### src/aorar_pkg.sv
// Package of constants and carrier types for the lane and alert registers.
package aorar_pkg;

   // ==========================================================
   // Frame layout
   // ==========================================================
   localparam int          ADDR_MSB    = 15;
   localparam int          ADDR_LSB    = 12;
   localparam int          RSVD_MSB    = 11;
   localparam int          RSVD_LSB    = 10;
   localparam int          LANE_MSB    = 9;
   localparam int          LANE_LSB    = 8;
   localparam int          CMD_MSB     = 7;
   localparam int          CMD_LSB     = 0;

   // ==========================================================
   // Register addresses
   // ==========================================================
   localparam logic [3:0]  ADDR_CFG2   = 4'h2;
   localparam logic [3:0]  ADDR_ALERT  = 4'h3;

   // ==========================================================
   // Alert register bit positions
   // ==========================================================
   localparam int          WCRC_BIT    = 9;
   localparam int          SETUP_BIT   = 8;
   localparam int          DHIGH_BIT   = 7;

   // ==========================================================
   // Lane modes, commands and reset values
   // ==========================================================
   localparam logic [1:0]  LANE_TWO    = 2'h0;
   localparam logic [1:0]  LANE_ONE_A  = 2'h1;
   localparam logic [1:0]  LANE_FOUR   = 2'h2;
   localparam logic [1:0]  LANE_ONE_B  = 2'h3;
   localparam logic [1:0]  LANE_RESET  = 2'h0;
   localparam logic [7:0]  CMD_SOFT    = 8'h3C;
   localparam logic [7:0]  CMD_HARD    = 8'hFF;
   localparam logic [3:0]  EN_TWO      = 4'h3;
   localparam logic [3:0]  EN_ONE      = 4'h1;
   localparam logic [3:0]  EN_FOUR     = 4'hF;
   localparam int          ALERT_W     = 12;

   // ==========================================================
   // Startup configuration load timing
   // ==========================================================
   localparam int          LOAD_CYCLES = 16;
   localparam int          LOAD_CNT_W  = 5;
   localparam logic [4:0]  LOAD_LAST   = 5'h0F;

   typedef struct packed {
      logic        valid;
      logic        write;
      logic        crc_ok;
      logic [15:0] word;
   } aorar_frame_t;

   typedef struct packed {
      logic        valid;
      logic [15:0] word;
   } aorar_rsp_t;

endpackage

### src/aorar_regs.sv
// Output lane and reset control register with the fault flag register.
`timescale 1ns/1ns

// Operation
// - The top four bits of every frame carry the register address used to select the register.
// - Lane select 00 sends results on lanes A and B.
// - Lane select 01 or 11 sends all results on lane A only.
// - Lane select 10 sends results on lanes A to D, with lane D sharing the alert pin.
// - Command 0x3C gives a soft reset that keeps the lane select and the setup error flag.
// - A soft reset clears the write CRC error and channel D high flags, but not the setup error flag.
// - Command 0xFF gives a hard reset that returns every register to its default.
// - Any other command value causes no reset.
// - A write rejected for a bad CRC sets the write CRC error flag at bit 9.
// - The write CRC error and channel D high flags stay set until the alert register is read or a soft or hard reset is given.
// - A failed startup configuration load sets the setup error flag at bit 8.
// - Reading the alert register does not clear the setup error flag.
// - A hard reset clears the setup error flag and reruns the startup load.
// - A channel D result above the high threshold sets the flag at bit 7.
// - The alert pin enable only acts while the lane select is 01.
// - With write CRC checking on, a write frame without a valid CRC is discarded.
module aorar_regs
(
   input  wire logic                             mclk,
   input  wire logic                             reset_n,
   input  wire aorar_pkg::aorar_frame_t          frame_i,
   input  wire logic                             crc_write_en,
   input  wire logic                             alert_enable,
   input  wire logic                             chd_valid,
   input  wire logic [aorar_pkg::ALERT_W-1:0]    chd_result,
   input  wire logic [aorar_pkg::ALERT_W-1:0]    chd_high_threshold,
   input  wire logic                             cfg_load_ok,
   output aorar_pkg::aorar_rsp_t                 rsp_q,
   output logic [3:0]                            lane_en_q,
   output logic                                  pin_d_alert_mode_q,
   output logic                                  alert_pin_q,
   output logic                                  soft_reset_q,
   output logic                                  hard_reset_q,
   output logic                                  setup_busy_q
);

   // Lane select to lane enables, one bit per lane A to D.
   function automatic logic [3:0] lane_decode(input logic [1:0] sel);
      logic [3:0] en;
      case (sel)
         aorar_pkg::LANE_TWO:   en = aorar_pkg::EN_TWO;
         aorar_pkg::LANE_FOUR:  en = aorar_pkg::EN_FOUR;
         default:               en = aorar_pkg::EN_ONE;
      endcase
      return en;
   endfunction

   logic [3:0]   addr;
   logic [11:0]  data;
   logic         is_wr;
   logic         crc_reject;
   logic         cfg_wr;
   logic         cmd_soft;
   logic         cmd_hard;
   logic         rd_alert;
   logic         chd_hit;
   logic         setup_fail;
   logic [1:0]   lanes_q;
   logic [1:0]   lanes_d;
   logic         wcrc_q;
   logic         wcrc_d;
   logic         dhigh_q;
   logic         dhigh_d;
   logic         setup_q;
   logic         setup_d;
   aorar_pkg::aorar_rsp_t  rsp_d;
   logic [3:0]   lane_en_d;
   logic         pin_d_alert_mode_d;
   logic         alert_pin_d;

   // ==========================================================
   // Frame decode
   // ==========================================================
   always_comb
   begin
      addr       = frame_i.word[aorar_pkg::ADDR_MSB:aorar_pkg::ADDR_LSB];
      data       = frame_i.word[aorar_pkg::RSVD_MSB:0];
      is_wr      = frame_i.valid & frame_i.write;
      crc_reject = is_wr & crc_write_en & ~frame_i.crc_ok;
      cfg_wr     = is_wr & ~crc_reject & (addr == aorar_pkg::ADDR_CFG2);
      cmd_soft   = cfg_wr &
                   (data[aorar_pkg::CMD_MSB:aorar_pkg::CMD_LSB] ==
                    aorar_pkg::CMD_SOFT);
      cmd_hard   = cfg_wr &
                   (data[aorar_pkg::CMD_MSB:aorar_pkg::CMD_LSB] ==
                    aorar_pkg::CMD_HARD);
      rd_alert   = frame_i.valid & ~frame_i.write &
                   (addr == aorar_pkg::ADDR_ALERT);
      chd_hit    = chd_valid & (chd_result > chd_high_threshold);
   end

   // ==========================================================
   // Register state
   // ==========================================================
   // A command frame carries its own lane bits, but a reset command is
   // not taken as a lane change, so a soft reset keeps the lane mode.
   always_comb
   begin
      lanes_d = lanes_q;
      if (cfg_wr && !cmd_soft && !cmd_hard)
      begin
         lanes_d = data[aorar_pkg::LANE_MSB:aorar_pkg::LANE_LSB];
      end
      if (cmd_hard)
      begin
         lanes_d = aorar_pkg::LANE_RESET;
      end
      wcrc_d  = (wcrc_q & ~rd_alert) | crc_reject;
      dhigh_d = (dhigh_q & ~rd_alert) | chd_hit;
      if (cmd_soft || cmd_hard)
      begin
         wcrc_d  = 1'b0;
         dhigh_d = 1'b0;
      end
      setup_d = setup_q | setup_fail;
      if (cmd_hard)
      begin
         setup_d = 1'b0;
      end
   end

   // ==========================================================
   // Read path and output pins
   // ==========================================================
   always_comb
   begin
      rsp_d.valid = frame_i.valid & ~frame_i.write;
      rsp_d.word  = {addr, 12'h000};
      if (addr == aorar_pkg::ADDR_CFG2)
      begin
         rsp_d.word[aorar_pkg::LANE_MSB:aorar_pkg::LANE_LSB] = lanes_q;
      end
      else if (addr == aorar_pkg::ADDR_ALERT)
      begin
         rsp_d.word[aorar_pkg::WCRC_BIT]  = wcrc_q;
         rsp_d.word[aorar_pkg::SETUP_BIT] = setup_q;
         rsp_d.word[aorar_pkg::DHIGH_BIT] = dhigh_q;
      end
      if (!rsp_d.valid)
      begin
         rsp_d.word = rsp_q.word;
      end
      lane_en_d          = lane_decode(lanes_d);
      // In four lane mode the shared pin carries lane D data instead.
      pin_d_alert_mode_d = alert_enable &
                           (lanes_d == aorar_pkg::LANE_ONE_A);
      alert_pin_d        = pin_d_alert_mode_d & (wcrc_d | dhigh_d);
   end

   always_ff @(posedge mclk or negedge reset_n)
   begin
      if (!reset_n)
      begin
         lanes_q            <= aorar_pkg::LANE_RESET;
         wcrc_q             <= 1'b0;
         dhigh_q            <= 1'b0;
         setup_q            <= 1'b0;
         rsp_q              <= '0;
         lane_en_q          <= aorar_pkg::EN_TWO;
         pin_d_alert_mode_q <= 1'b0;
         alert_pin_q        <= 1'b0;
         soft_reset_q       <= 1'b0;
         hard_reset_q       <= 1'b0;
      end
      else
      begin
         lanes_q            <= lanes_d;
         wcrc_q             <= wcrc_d;
         dhigh_q            <= dhigh_d;
         setup_q            <= setup_d;
         rsp_q              <= rsp_d;
         lane_en_q          <= lane_en_d;
         pin_d_alert_mode_q <= pin_d_alert_mode_d;
         alert_pin_q        <= alert_pin_d;
         soft_reset_q       <= cmd_soft;
         hard_reset_q       <= cmd_hard;
      end
   end

   // ==========================================================
   // Startup load
   // ==========================================================
   aorar_setup_loader u_loader
   (
      .mclk    (mclk),
      .reset_n (reset_n),
      .restart (cmd_hard),
      .load_ok (cfg_load_ok),
      .busy_q  (setup_busy_q),
      .fail_q  (setup_fail)
   );
endmodule

### src/aorar_setup_loader.sv
// Startup configuration loader that reports a failed load.
`timescale 1ns/1ns

module aorar_setup_loader
(
   input  wire logic  mclk,
   input  wire logic  reset_n,
   input  wire logic  restart,
   input  wire logic  load_ok,
   output logic       busy_q,
   output logic       fail_q
);

   typedef enum logic [1:0] {AORAR_LD_LOAD, AORAR_LD_DONE} aorar_ld_t;

   aorar_ld_t                          state_q;
   aorar_ld_t                          state_d;
   logic [aorar_pkg::LOAD_CNT_W-1:0]   cnt_q;
   logic [aorar_pkg::LOAD_CNT_W-1:0]   cnt_d;
   logic                               busy_d;
   logic                               fail_d;

   // ==========================================================
   // Load sequencer
   // ==========================================================
   // A restart abandons a load in progress, so a stale result from
   // the aborted run never reaches the setup flag.
   always_comb
   begin
      state_d = state_q;
      cnt_d   = cnt_q;
      fail_d  = 1'b0;
      case (state_q)
         AORAR_LD_LOAD:
         begin
            if (cnt_q == aorar_pkg::LOAD_LAST)
            begin
               state_d = AORAR_LD_DONE;
               fail_d  = ~load_ok;
            end
            else
            begin
               cnt_d = cnt_q + 1'b1;
            end
         end
         AORAR_LD_DONE:
         begin
            cnt_d = '0;
         end
         default:
         begin
            state_d = AORAR_LD_DONE;
         end
      endcase
      if (restart)
      begin
         state_d = AORAR_LD_LOAD;
         cnt_d   = '0;
         fail_d  = 1'b0;
      end
      busy_d = (state_d == AORAR_LD_LOAD);
   end

   always_ff @(posedge mclk or negedge reset_n)
   begin
      if (!reset_n)
      begin
         state_q <= AORAR_LD_LOAD;
         cnt_q   <= '0;
         busy_q  <= 1'b1;
         fail_q  <= 1'b0;
      end
      else
      begin
         state_q <= state_d;
         cnt_q   <= cnt_d;
         busy_q  <= busy_d;
         fail_q  <= fail_d;
      end
   end

endmodule

### config.mk
export PLATFORM = sky130hd
export DESIGN_NAME = aorar_regs
export DESIGN_NICKNAME = d
export VERILOG_FILES = /design/src/aorar_pkg.sv /design/src/aorar_regs.sv /design/src/aorar_setup_loader.sv
export SDC_FILE = /design/constraint.sdc
export NUM_CORES = 1
export LEC_CHECK = 0
export ABC_AREA = 1
export BUFFER_PORTS_ARGS = -buffer_cell sky130_fd_sc_hd__buf_2
export CORE_ASPECT_RATIO = 1.75
export CORE_MARGIN = 4
export CORE_UTILIZATION = 48
export CTS_BUF_LIST = sky130_fd_sc_hd__clkbuf_16
export DETAILED_ROUTE_END_ITERATION = 10
export PLACE_DENSITY_LB_ADDON = 0.2
export SLEW_MARGIN = 20
export SYNTH_ARGS = -nofsm -noshare
export SYNTH_HDL_FRONTEND = slang
export SYNTH_HIERARCHICAL = 1
export SYNTH_SLANG_ARGS = --single-unit
### constraint.sdc
create_clock -name mclk -period 1.8 [get_ports mclk]
set_input_delay 0.36 -clock mclk [delete_from_list [all_inputs] [get_ports mclk]]
set_output_delay 0.36 -clock mclk [all_outputs]
set_load 0.01 [all_outputs]
==> results of run 1 <==
-- logic make-up after synthesis --
group,count (synthesis),synth area share
other,3,0.00642
AOI/OAI and AO/OA,13,0.0500
buffers and inverters,60,0.152
DFF,28,0.401
adders and majority gates,14,0.0999
and+or+nand+nor,104,0.291
-- sequential cells by signal, indices dropped and copies added (netlist names), 2 cells and up --
name	cells
lane_en_q	2
u_loader/cnt_q	5
u_loader/state_q	2
lanes_q	2
rsp_q	8
-- cells in the mapped netlist, drive strengths merged --
library cell  count  area share
dfstp             2       0.030
o221ai            1      0.0050
a22o              1      0.0050
conb              3      0.0064
a21oi             5       0.019
o311ai            1      0.0050
inv              48        0.10
dfrtp            26        0.37
nand2            64        0.15
nor3              1      0.0029
nor4              1      0.0036
clkinv            1      0.0021
nand3b            1      0.0043
a21o              1      0.0043
buf              11       0.047
nand3            12       0.044
nor2             22       0.074
nand4             3       0.011
o21ai             3      0.0086
o22ai             1      0.0036
ha               14        0.10
-- worst max path at each step --
stage | startpoint | endpoint | slack, ps | depth (start not counted)
detailed placement | chd_high_threshold[9] | alert_pin_q$_DFF_PN0_ | 190 | 14
global placement | frame_i[15] | alert_pin_q$_DFF_PN0_ | 220 | 9
finish | u_loader/cnt_q[0]$_DFFE_PN0P_ | u_loader/cnt_q[3]$_DFFE_PN0P_ | 310 | 9
global route | u_loader/cnt_q[0]$_DFFE_PN0P_ | u_loader/cnt_q[0]$_DFFE_PN0P_ | 140 | 9
floorplan | chd_high_threshold[11] | alert_pin_q$_DFF_PN0_ | 410 | 13
CTS | u_loader/cnt_q[0]$_DFFE_PN0P_ | u_loader/cnt_q[3]$_DFFE_PN0P_ | 300 | 9
-- cell type report --
class | count | area (sq um)
sequential | 28 | 703
multi-input combinational | 142 | 813
timing repair buffer | 62 | 310
clock inverter | 1 | 3.75
tap | 45 | 56.3
fill | 324 | 1320
inverter | 49 | 184
clock buffer | 3 | 75.1
-- power groups by stage --
stage | sequential [mW] | clock [mW] | combinational, mW
finish | 0.691 | 0.488 | 0.284
global route | 0.695 | 0.531 | 0.329
CTS | 0.691 | 0.502 | 0.290
detailed placement | 0.703 | 0 | 0.289
global placement | 0.701 | 0 | 0.283
floorplan | 0.717 | 0 | 0.166
-- worst max-delay path: cells and delay by family, from the launching register on --
family / cells / cell delay [ps]
buf+inv: 1 / 90
fa+ha+maj: 2 / 410
simple gates: 6 / 520
flops: 1 / 410
-- layer usage --
layer  vias to the layer above  routed length, um  global-route usage
met5                         -                  0                   0
met4                         0                 40              0.0558
met3                         4                176              0.0187
met2                        35               2070               0.312
met1                       675               1100               0.140
li1                        780                  -                   -
-- per-stage QoR --
step                instances  setup slack, ps  instance area [sq um]
CTS                       330              303                   2150
detailed placement        326              194                   2070
floorplan                 230              412                   1780
global placement          326              221                   2070
global route              330              139                   2150
finish                    330              310                   2150
==> impl_metrics.py, run 1 <==
metrics = {
    "pwr": {
        "peakVddDrop_v": 0.000693,
        "comb_power_share": 0.194,
        "leakagePower_nw": 1.33,
        "powerDensity_nw_per_um2": 681,
        "finalPower_mw": 1.46,
        "pwr-share-seq": 0.472,
        "power_frac_clock": 0.334,
        "power.internal_mw": 1.09,
        "p_switching_uw": 372,
        "switching_share": 0.255,
    },
    "timing": {
        "fin_crit_ps": 1490,
        "finalHoldViolCount": 0,
        "slew_viol_final": 0,
        "setup_viol": 0,
        "min_period_over_period": 0.828,
        "tns_ps": 0,
        "fin_hold_ws_ps": 92.8,
        "timing.slew.headroom": 0.616,
        "fmax_mhz": 671,
        "clock_skew_ps": 1.47,
        "worst_pin_slew_ps": 575,
        "rsz0062_at_grt": "no",
    },
    "floorplanning": {
        "rows": 28,
        "chipWidth_um": 53.7,
        "io_pins": 75,
        "die-area_sq_um": 4720,
        "core_area_sq_um": 3470,
        "die_h_um": 87.9,
        "start_util": 0.505,
    },
    "critical_path": {
        "timing.rr.start": "u_loader/cnt_q[0]$_DFFE_PN0P_",
        "path_cells": "ha_1, nand2_1, nor2_1, ha_1, inv_1, nand2_2, nor2_4, nand2_1, nand2_1",
        "r2r-end": "u_loader/cnt_q[3]$_DFFE_PN0P_",
        "r2r_cells": 9,
        "rrSetupSlack_ps": 310,
        "cp.arrival_ps": 1690,
        "critPathMostFrequentCell": "nand2_1",
        "cp_slowest_stage_delay_ps": 410,
        "cp_slowest_cell": "dfrtp_1",
        "path_class": "flip-flop to flip-flop",
        "cp-end-kind": "flip-flop",
        "crit_fanout": 8,
        "cp-start-kind": "flip-flop",
        "cp_data_required_time_ps": 2000,
    },
    "route": {
        "dr.pass1.iters": 4,
        "drt_iter0_drc": 34,
        "vias_per_cell": 4.53,
        "wl_per_cell_um": 10.3,
        "wl_um": 3390,
        "vias": 1494,
        "drc": 0,
        "postRouteAntennaNets": 0,
    },
    "yosys": {
        "netlist_area_sq_um": 1750,
        "ys_warn_count": 6,
        "seq_area_frac_synth": 0.401,
        "ys_types": 31,
        "synthCells": 222,
        "ys_ff_latch": 28,
        "postSynthAreaPerCell_sq_um": 7.90,
    },
    "job": {
        "drv_cap": 0,
    },
    "clock_tree": {
        "clock_sinks": 28,
        "post_cts_buffers": 0,
        "holdBufCountCts": 0,
        "cts.clk_slew.worst_paths_ps": 60,
        "cts_buffer_depth": 2,
        "cts-buffers-inserted": 3,
        "htree_levels": 1,
        "cts_resized": 0,
        "cts_root_buf": "clkbuf_16",
        "tritoncts": "done",
        "clock_latency_ps": 260,
    },
    "global_routing": {
        "grt_pass1_vias": 1449,
        "overflow": 0,
        "grt_max_degree": 29,
        "grt_usage": 0.153,
        "grt_pass1_wl_um": 5430,
        "antenna_found_initial": 0,
    },
    "layout": {
        "n_antenna_cell": 0,
        "utilization": 0.619,
        "mostFrequentLayoutCell": "buf_2",
        "final_layout_size_suffix_gt1_frac": 0.312,
        "final_cell_mix": "buf_2 (62), nand2_1 (56), inv_1 (45)",
        "area_growth_pct": 22.4,
        "layout.nets": 349,
    },
    "placed_design": {
        "place_hpwl_um": 2930,
        "gp_congestion": 0.853,
        "io_buffers": 62,
    },
    "worst_hold_path": {
        "min_path_type": "primary input to asynchronous set/reset pin",
    },
    "status": {
        "status": "finished, final reports clean",
    },
}
(Power assumes the default switching activity.)
==> run 2: changes to the inputs <==
- ABC_AREA: 1 -> 0
- CORE_UTILIZATION: 48 -> 47
- clock period: 1.8 -> 1.5 ns (I/O delays scaled with it)
==> run 2 against run 1 <==
Effect of this change:
- the flow now finishes with violations (negative setup slack)
- combinational power rose by 45%
- synthesized cell count fell by 22%
- sequential share of layout area fell by 4.8 points
- design area rose by 17%
- via count rose by 2.4%
- clock power rose by 62%
- worst setup slack got worse by 510 ps
- highest routed layer unchanged
- critical path depth fell by 2
- register-to-register slack got worse by 420 ps
- critical path type is now primary input to flip-flop
==> impl_metrics.py, run 2 <==
metrics = {
    "yosys": {
        "ys_top_cells_by_area": "dfrtp_1 (39%), ha_1 (11%), buf_4 (5.0%), nand2_1 (4.7%), inv_1 (3.4%)",
        "synth_top_area_share": 0.392,
        "synth.top_cells.by_count": "dfrtp_1 (26), nand2_1 (21), inv_1 (15)",
        "yosysMostFrequentCell": "dfrtp_1",
        "ys_types": 43,
        "synth_top_cell_by_area": "dfrtp_1",
        "synth_edf_count": 0,
        "seq_area_frac_synth": 0.424,
        "postSynthAreaPerCell_sq_um": 9.60,
        "ys_async_sr_fraction": 1.00,
        "ys_ff_latch": 28,
        "ys_warn_count": 6,
        "synthCells": 173,
        "ys.flop_type": "dfrtp_1",
        "netlist_area_sq_um": 1660,
    },
    "timing": {
        "setup_viol": 18,
        "rsz0062_at_grt": "yes",
        "finalHoldViolCount": 0,
        "fmax_mhz": 590,
        "tns_ps": -1990,
        "timing.slew.headroom": 0.585,
        "finalWorstSetupSlack_ps": -196,
        "slew_viol_final": 0,
        "clock_skew_ps": 6.22,
        "worst_pin_slew_ps": 623,
        "fin_crit_ps": 1700,
        "min_period_over_period": 1.13,
    },
    "layout": {
        "layout.nets": 330,
        "final_layout_size_suffix_gt1_frac": 0.508,
        "area_growth_pct": 51.5,
        "n_antenna_cell": 0,
        "fillers": 272,
        "fin_cells": 311,
        "top_regs": "rsp_q: 8 flops, u_loader/cnt_q: 5 flops",
        "seq_area_sq_um": 703,
        "multi_input_area_sq_um": 1020,
        "final_cell_mix": "buf_2 (61), buf_4 (28), dfrtp_1 (26)",
        "mostFrequentLayoutCell": "buf_2",
        "regMostFlops": "rsp_q",
        "largest_reg_flops": 8,
    },
    "floorplanning": {
        "core_area_sq_um": 3400,
        "chipWidth_um": 52.9,
        "rows": 28,
        "start_util": 0.489,
        "io_pins": 75,
        "die_h_um": 86.6,
        "die-area_sq_um": 4590,
    },
    "clock_tree": {
        "clock_latency_ps": 260,
        "tritoncts": "done",
        "htree_levels": 1,
        "cts-buffers-inserted": 3,
        "holdBufCountCts": 0,
        "cts.clk_slew.worst_paths_ps": 70,
        "cts_buffer_depth": 2,
        "cts_root_buf": "clkbuf_16",
        "clock_sinks": 28,
    },
    "pwr": {
        "switching_share": 0.245,
        "p_switching_uw": 501,
        "power_frac_clock": 0.386,
        "power.internal_mw": 1.54,
        "pwr-share-seq": 0.413,
        "powerDensity_nw_per_um2": 813,
        "peakVddDrop_v": 0.000609,
        "finalPower_mw": 2.04,
        "leakagePower_nw": 1.28,
        "comb_power_share": 0.201,
    },
    "global_routing": {
        "grt_pass1_vias": 1560,
        "antenna_found_initial": 0,
        "overflow": 0,
        "grt_max_degree": 29,
        "grt_usage": 0.201,
        "grt_pass1_wl_um": 6850,
    },
    "critical_path": {
        "cp-start-kind": "primary input",
        "cp_data_required_time_ps": 1650,
        "path_class": "primary input to flip-flop",
        "cp-end-kind": "flip-flop",
        "cp.arrival_ps": 1850,
        "crit_fanout": 2,
    },
    "placed_design": {
        "gp_congestion": 0.793,
        "io_buffers": 62,
        "place_inst": 303,
        "pre_cts_slack_ps": -421,
        "place_hpwl_um": 3280,
    },
    "route": {
        "drt_iter0_drc": 17,
        "dr.pass1.iters": 4,
        "drc": 0,
        "wl_um": 4460,
        "postRouteAntennaNets": 0,
        "vias": 1530,
        "wl_per_cell_um": 14.3,
        "vias_per_cell": 4.92,
    },
    "status": {
        "failed_checks": "negative setup slack",
        "status": "finished, violations left",
    },
    "worst_hold_path": {
        "min_path_type": "primary input to asynchronous set/reset pin",
    },
    "job": {
        "drv_cap": 0,
    },
}
[run 2: logic make-up after synthesis]
kind of cell | Yosys count | synth area share
buffers and inverters | 28 | 0.0889
and+or+nand+nor | 64 | 0.219
other | 3 | 0.00678
adders and majority gates | 14 | 0.106
AOI/OAI and AO/OA | 32 | 0.133
muxes | 4 | 0.0241
DFF | 28 | 0.424
[run 2: critical path: stages]
cell	delay (ps)
buf_2	100
or4_4	530
a21oi_2	190
nor4_4	50
buf_4	140
mux2i_4	190
a2111oi_4	330
[run 2: through the flow]
stage | hold slack [ps] | area (sq um) | util
floorplan | 4.41 | 1700 | -
global placement | 341 | 2180 | 0.642
finish | 42.6 | 2510 | 0.740
CTS | 71.4 | 2370 | 0.697
global route | 96.3 | 2510 | 0.740
detailed placement | 353 | 2180 | 0.642
[run 2: path summary, 6_finish.rpt]
kind,from,end,slack [ps],cells after the start
min reg2reg,rsp_q[14]$_DFFE_PN0P_,rsp_q[14]$_DFFE_PN0P_,470,2
max in group asynchronous,reset_n,alert_pin_q$_DFF_PN0_,1040,1
max,frame_i[0],alert_pin_q$_DFF_PN0_,-200,7
min in group mclk,frame_i[15],rsp_q[15]$_DFFE_PN0P_,220,3
max reg2reg,u_loader/cnt_q[1]$_DFFE_PN0P_,u_loader/cnt_q[4]$_DFFE_PN0P_,-110,6
min,reset_n,rsp_q[14]$_DFFE_PN0P_,40,1
[run 2: power groups by stage]
stage	clock network, mW	registers [mW]	logic, mW
final	0.790	0.843	0.412
after global routing	0.832	0.850	0.457
after CTS	0.792	0.840	0.382
after detailed placement	0	0.853	0.354
after global placement	0	0.853	0.347
after floorplan	0	0.865	0.176
[run 2: layout make-up]
cell class                 count  share of cell area
clock buffer                   3              0.0299
tap                           45              0.0224
multi-input combinational    125               0.406
inverter                      16              0.0239
sequential                    28               0.280
timing repair buffer          93               0.226
clock inverter                 1              0.0119
[run 2: per-layer routing]
| metal | routed length (um) | track usage |
|---|---|---|
| met5 | 0 | 0 |
| met4 | 70 | 0.0674 |
| met3 | 218 | 0.0396 |
| met2 | 2640 | 0.385 |
| met1 | 1530 | 0.205 |
[run 2: repair_timing]
| action | in CTS | in global routing |
|---|---|---|
| endpoints found under the hold margin | 0 | 0 |
| resized for setup | 17 | 21 |
| gates cloned | 0 | 0 |
| pin swaps | 7 | 5 |
| endpoints found under the setup margin | 17 | 17 |
| buffers inserted | 1 | 3 |
==> run 3: changes to the inputs <==
- SKIP_LAST_GASP: not set -> 1
- SYNTH_HIERARCHICAL: 1 -> not set
==> run 3 against run 2 <==
Effect of this change:
- the flow still finishes with violations (negative setup slack)
- synthesized area grew 0.38%
- clock power shrank 2.7%
- sequential power shrank 0.8%
- die area grew 0.33%
- global-route usage shrank 0.38 points
- clock skew shrank 4.4 ps
- largest cell class unchanged
- highest routed layer unchanged
==> impl_metrics.py, run 3 <==
metrics = {
    "yosys": {
        "synth_top_family_by_area": "simple AND/OR/NAND/NOR gates",
        "ys_top_cells_by_area": "dfrtp_1 (39%), ha_1 (11%), a21oi_1 (5.7%), buf_4 (5.0%), nand2_1 (4.7%)",
        "yosys.area_share.xor_xnor": 0,
        "ys_async_sr_fraction": 1.00,
        "synth.top_cells.by_count": "dfrtp_1 (26), nand2_1 (21), a21oi_1 (19), inv_1 (19), ha_1 (14)",
        "seq_area_frac_synth": 0.422,
        "yosysMostFrequentCell": "dfrtp_1",
        "ys_warn_count": 0,
        "synth_mux_area_frac": 0.0180,
        "postSynthAreaPerCell_sq_um": 8.91,
        "ys_types": 42,
        "synthCells": 187,
        "synthSimpleGateAreaFrac": 0.218,
        "synth_top_area_share": 0.390,
        "ys_ff_latch": 28,
        "ys.flop_type": "dfrtp_1",
        "netlist_area_sq_um": 1670,
        "synth-adder-area-share": 0.105,
        "synth_compound_area_frac": 0.122,
        "synth_edf_count": 0,
        "synth_top_cell_by_area": "dfrtp_1",
    },
    "worst_hold_path": {
        "min_path_type": "primary input to asynchronous set/reset pin",
    },
    "floorplanning": {
        "core_area_sq_um": 3400,
        "rows": 28,
        "chipWidth_um": 53.0,
        "start_util": 0.490,
        "die_h_um": 86.8,
        "die-area_sq_um": 4600,
        "io_pins": 75,
    },
    "timing": {
        "fin_crit_ps": 1780,
        "slew_viol_final": 0,
        "setup_viol": 11,
        "worst_pin_slew_ps": 615,
        "rsz0062_at_grt": "yes",
        "tns_ps": -1400,
        "finalWorstSetupSlack_ps": -280,
        "timing.slew.headroom": 0.590,
        "finalHoldViolCount": 0,
        "min_period_over_period": 1.19,
        "fmax_mhz": 562,
        "clock_skew_ps": 1.80,
    },
    "critical_path": {
        "path_class": "flip-flop to flip-flop",
        "cp-end-kind": "flip-flop",
        "rrSetupSlack_ps": -280,
        "critPathMostFrequentCell": "a21oi_1",
        "crit_fanout": 2,
        "cp_data_required_time_ps": 1690,
        "path_cells": "ha_2, and3_4, ha_4, nand4b_1, or3_1, a21oi_1, a21oi_1, nor2_1",
        "cp.arrival_ps": 1970,
        "cp-start-kind": "flip-flop",
        "cp_slowest_cell": "dfrtp_1",
        "cp_slowest_stage_delay_ps": 410,
    },
    "clock_tree": {
        "cts_root_buf": "clkbuf_16",
        "clock_latency_ps": 260,
        "clock_sinks": 28,
        "cts_buffer_depth": 2,
        "cts.clk_slew.worst_paths_ps": 70,
        "cts-buffers-inserted": 3,
        "tritoncts": "done",
        "htree_levels": 1,
    },
    "global_routing": {
        "grt_pass1_vias": 1715,
        "grt_max_degree": 29,
        "antenna_found_initial": 0,
        "overflow": 0,
        "grt_usage": 0.197,
        "grt_pass1_wl_um": 6820,
    },
    "pwr": {
        "peakVddDrop_v": 0.000727,
        "leakagePower_nw": 1.31,
        "powerDensity_nw_per_um2": 816,
    },
    "layout": {
        "final_layout_size_suffix_gt1_frac": 0.449,
        "largest_reg_flops": 8,
        "fin_cells": 321,
        "n_antenna_cell": 0,
        "utilization": 0.721,
        "top_regs": "rsp_q: 8 flops, u_loader.cnt_q: 5 flops",
        "final_cell_mix": "buf_2 (59), dfrtp_1 (26), buf_4 (26)",
        "regMostFlops": "rsp_q",
        "mostFrequentLayoutCell": "buf_2",
        "area_growth_pct": 47.0,
        "layout.nets": 340,
    },
    "route": {
        "vias_per_cell": 5.00,
        "dr.pass1.iters": 4,
        "postRouteAntennaNets": 0,
        "drc": 0,
        "drt_iter0_drc": 28,
        "wl_um": 4160,
        "wl_per_cell_um": 13.0,
        "vias": 1604,
    },
    "status": {
        "failed_checks": "negative setup slack",
        "status": "finished, violations left",
    },
    "placed_design": {
        "pre_cts_slack_ps": -367,
        "io_buffers": 62,
        "place_hpwl_um": 3390,
        "gp_congestion": 0.798,
        "place_inst": 314,
    },
    "job": {
        "drv_cap": 0,
    },
}
## run 3: worst paths after layout
check	start	end	cells after the start
max	u_loader.cnt_q[0]$_DFFE_PN0P_	u_loader.cnt_q[3]$_DFFE_PN0P_	8
min	reset_n	rsp_q[15]$_DFFE_PN0P_	1
max reg2reg	u_loader.cnt_q[0]$_DFFE_PN0P_	u_loader.cnt_q[3]$_DFFE_PN0P_	8
min reg2reg	rsp_q[12]$_DFFE_PN0P_	rsp_q[12]$_DFFE_PN0P_	2
max in group asynchronous	reset_n	soft_reset_q$_DFF_PN0_	1
min in group mclk	cfg_load_ok	u_loader.fail_q$_DFF_PN0_	2
## run 3: timing repair
action,CTS,global route
gates cloned,1,0
hold buffers,0,0
gates resized for setup,12,20
pin swaps,5,8
endpoints found under the setup margin,11,16
setup buffers,3,0
## run 3: kinds of logic after synthesis
| kind of cell | count (synthesis) |
|---|---|
| flops | 28 |
| other cells | 2 |
| fa+ha+maj | 14 |
| buf+inv | 36 |
| mux | 3 |
| simple gates | 69 |
| compound gates | 35 |
## run 3: where the power goes
part / internal [mW] / switching [mW]
Clock: 0.531 / 0.238
Sequential: 0.807 / 0.0291
Combinational: 0.198 / 0.197
## run 3: through the flow
stage	cell area [sq um]	power (mW)	hold slack [ps]
after floorplan	1730	1.03	4.41
after global placement	2180	1.20	340
after detailed placement	2180	1.20	350
after CTS	2380	2.00	66.0
after global routing	2450	2.10	102
final	2450	2.00	49.7
## run 3: metal layers
metal  vias up  wire, um  global-route usage
met5         -         0                   0
met4         0       112              0.0837
met3        10       229              0.0241
met2        60      2480               0.407
met1       743      1340               0.172
li1        791         -                   -
## run 3: cell type report
type / instances / area, sq um
inverters: 20 / 77.6
clock buffers: 3 / 75.1
multi-input cells: 132 / 938
fillers: 267 / 948
flip-flops and latches: 28 / 703
clock inverters: 1 / 30.0
well taps: 45 / 56.3
repair buffers: 92 / 569
## run 3: worst max-delay path: cells and delay by family, from the launching register on
kind / cells / cell delay, ps
AOI/OAI and AO/OA: 2 / 180
adders and majority gates: 2 / 350
DFF: 1 / 410
and+or+nand+nor: 4 / 780
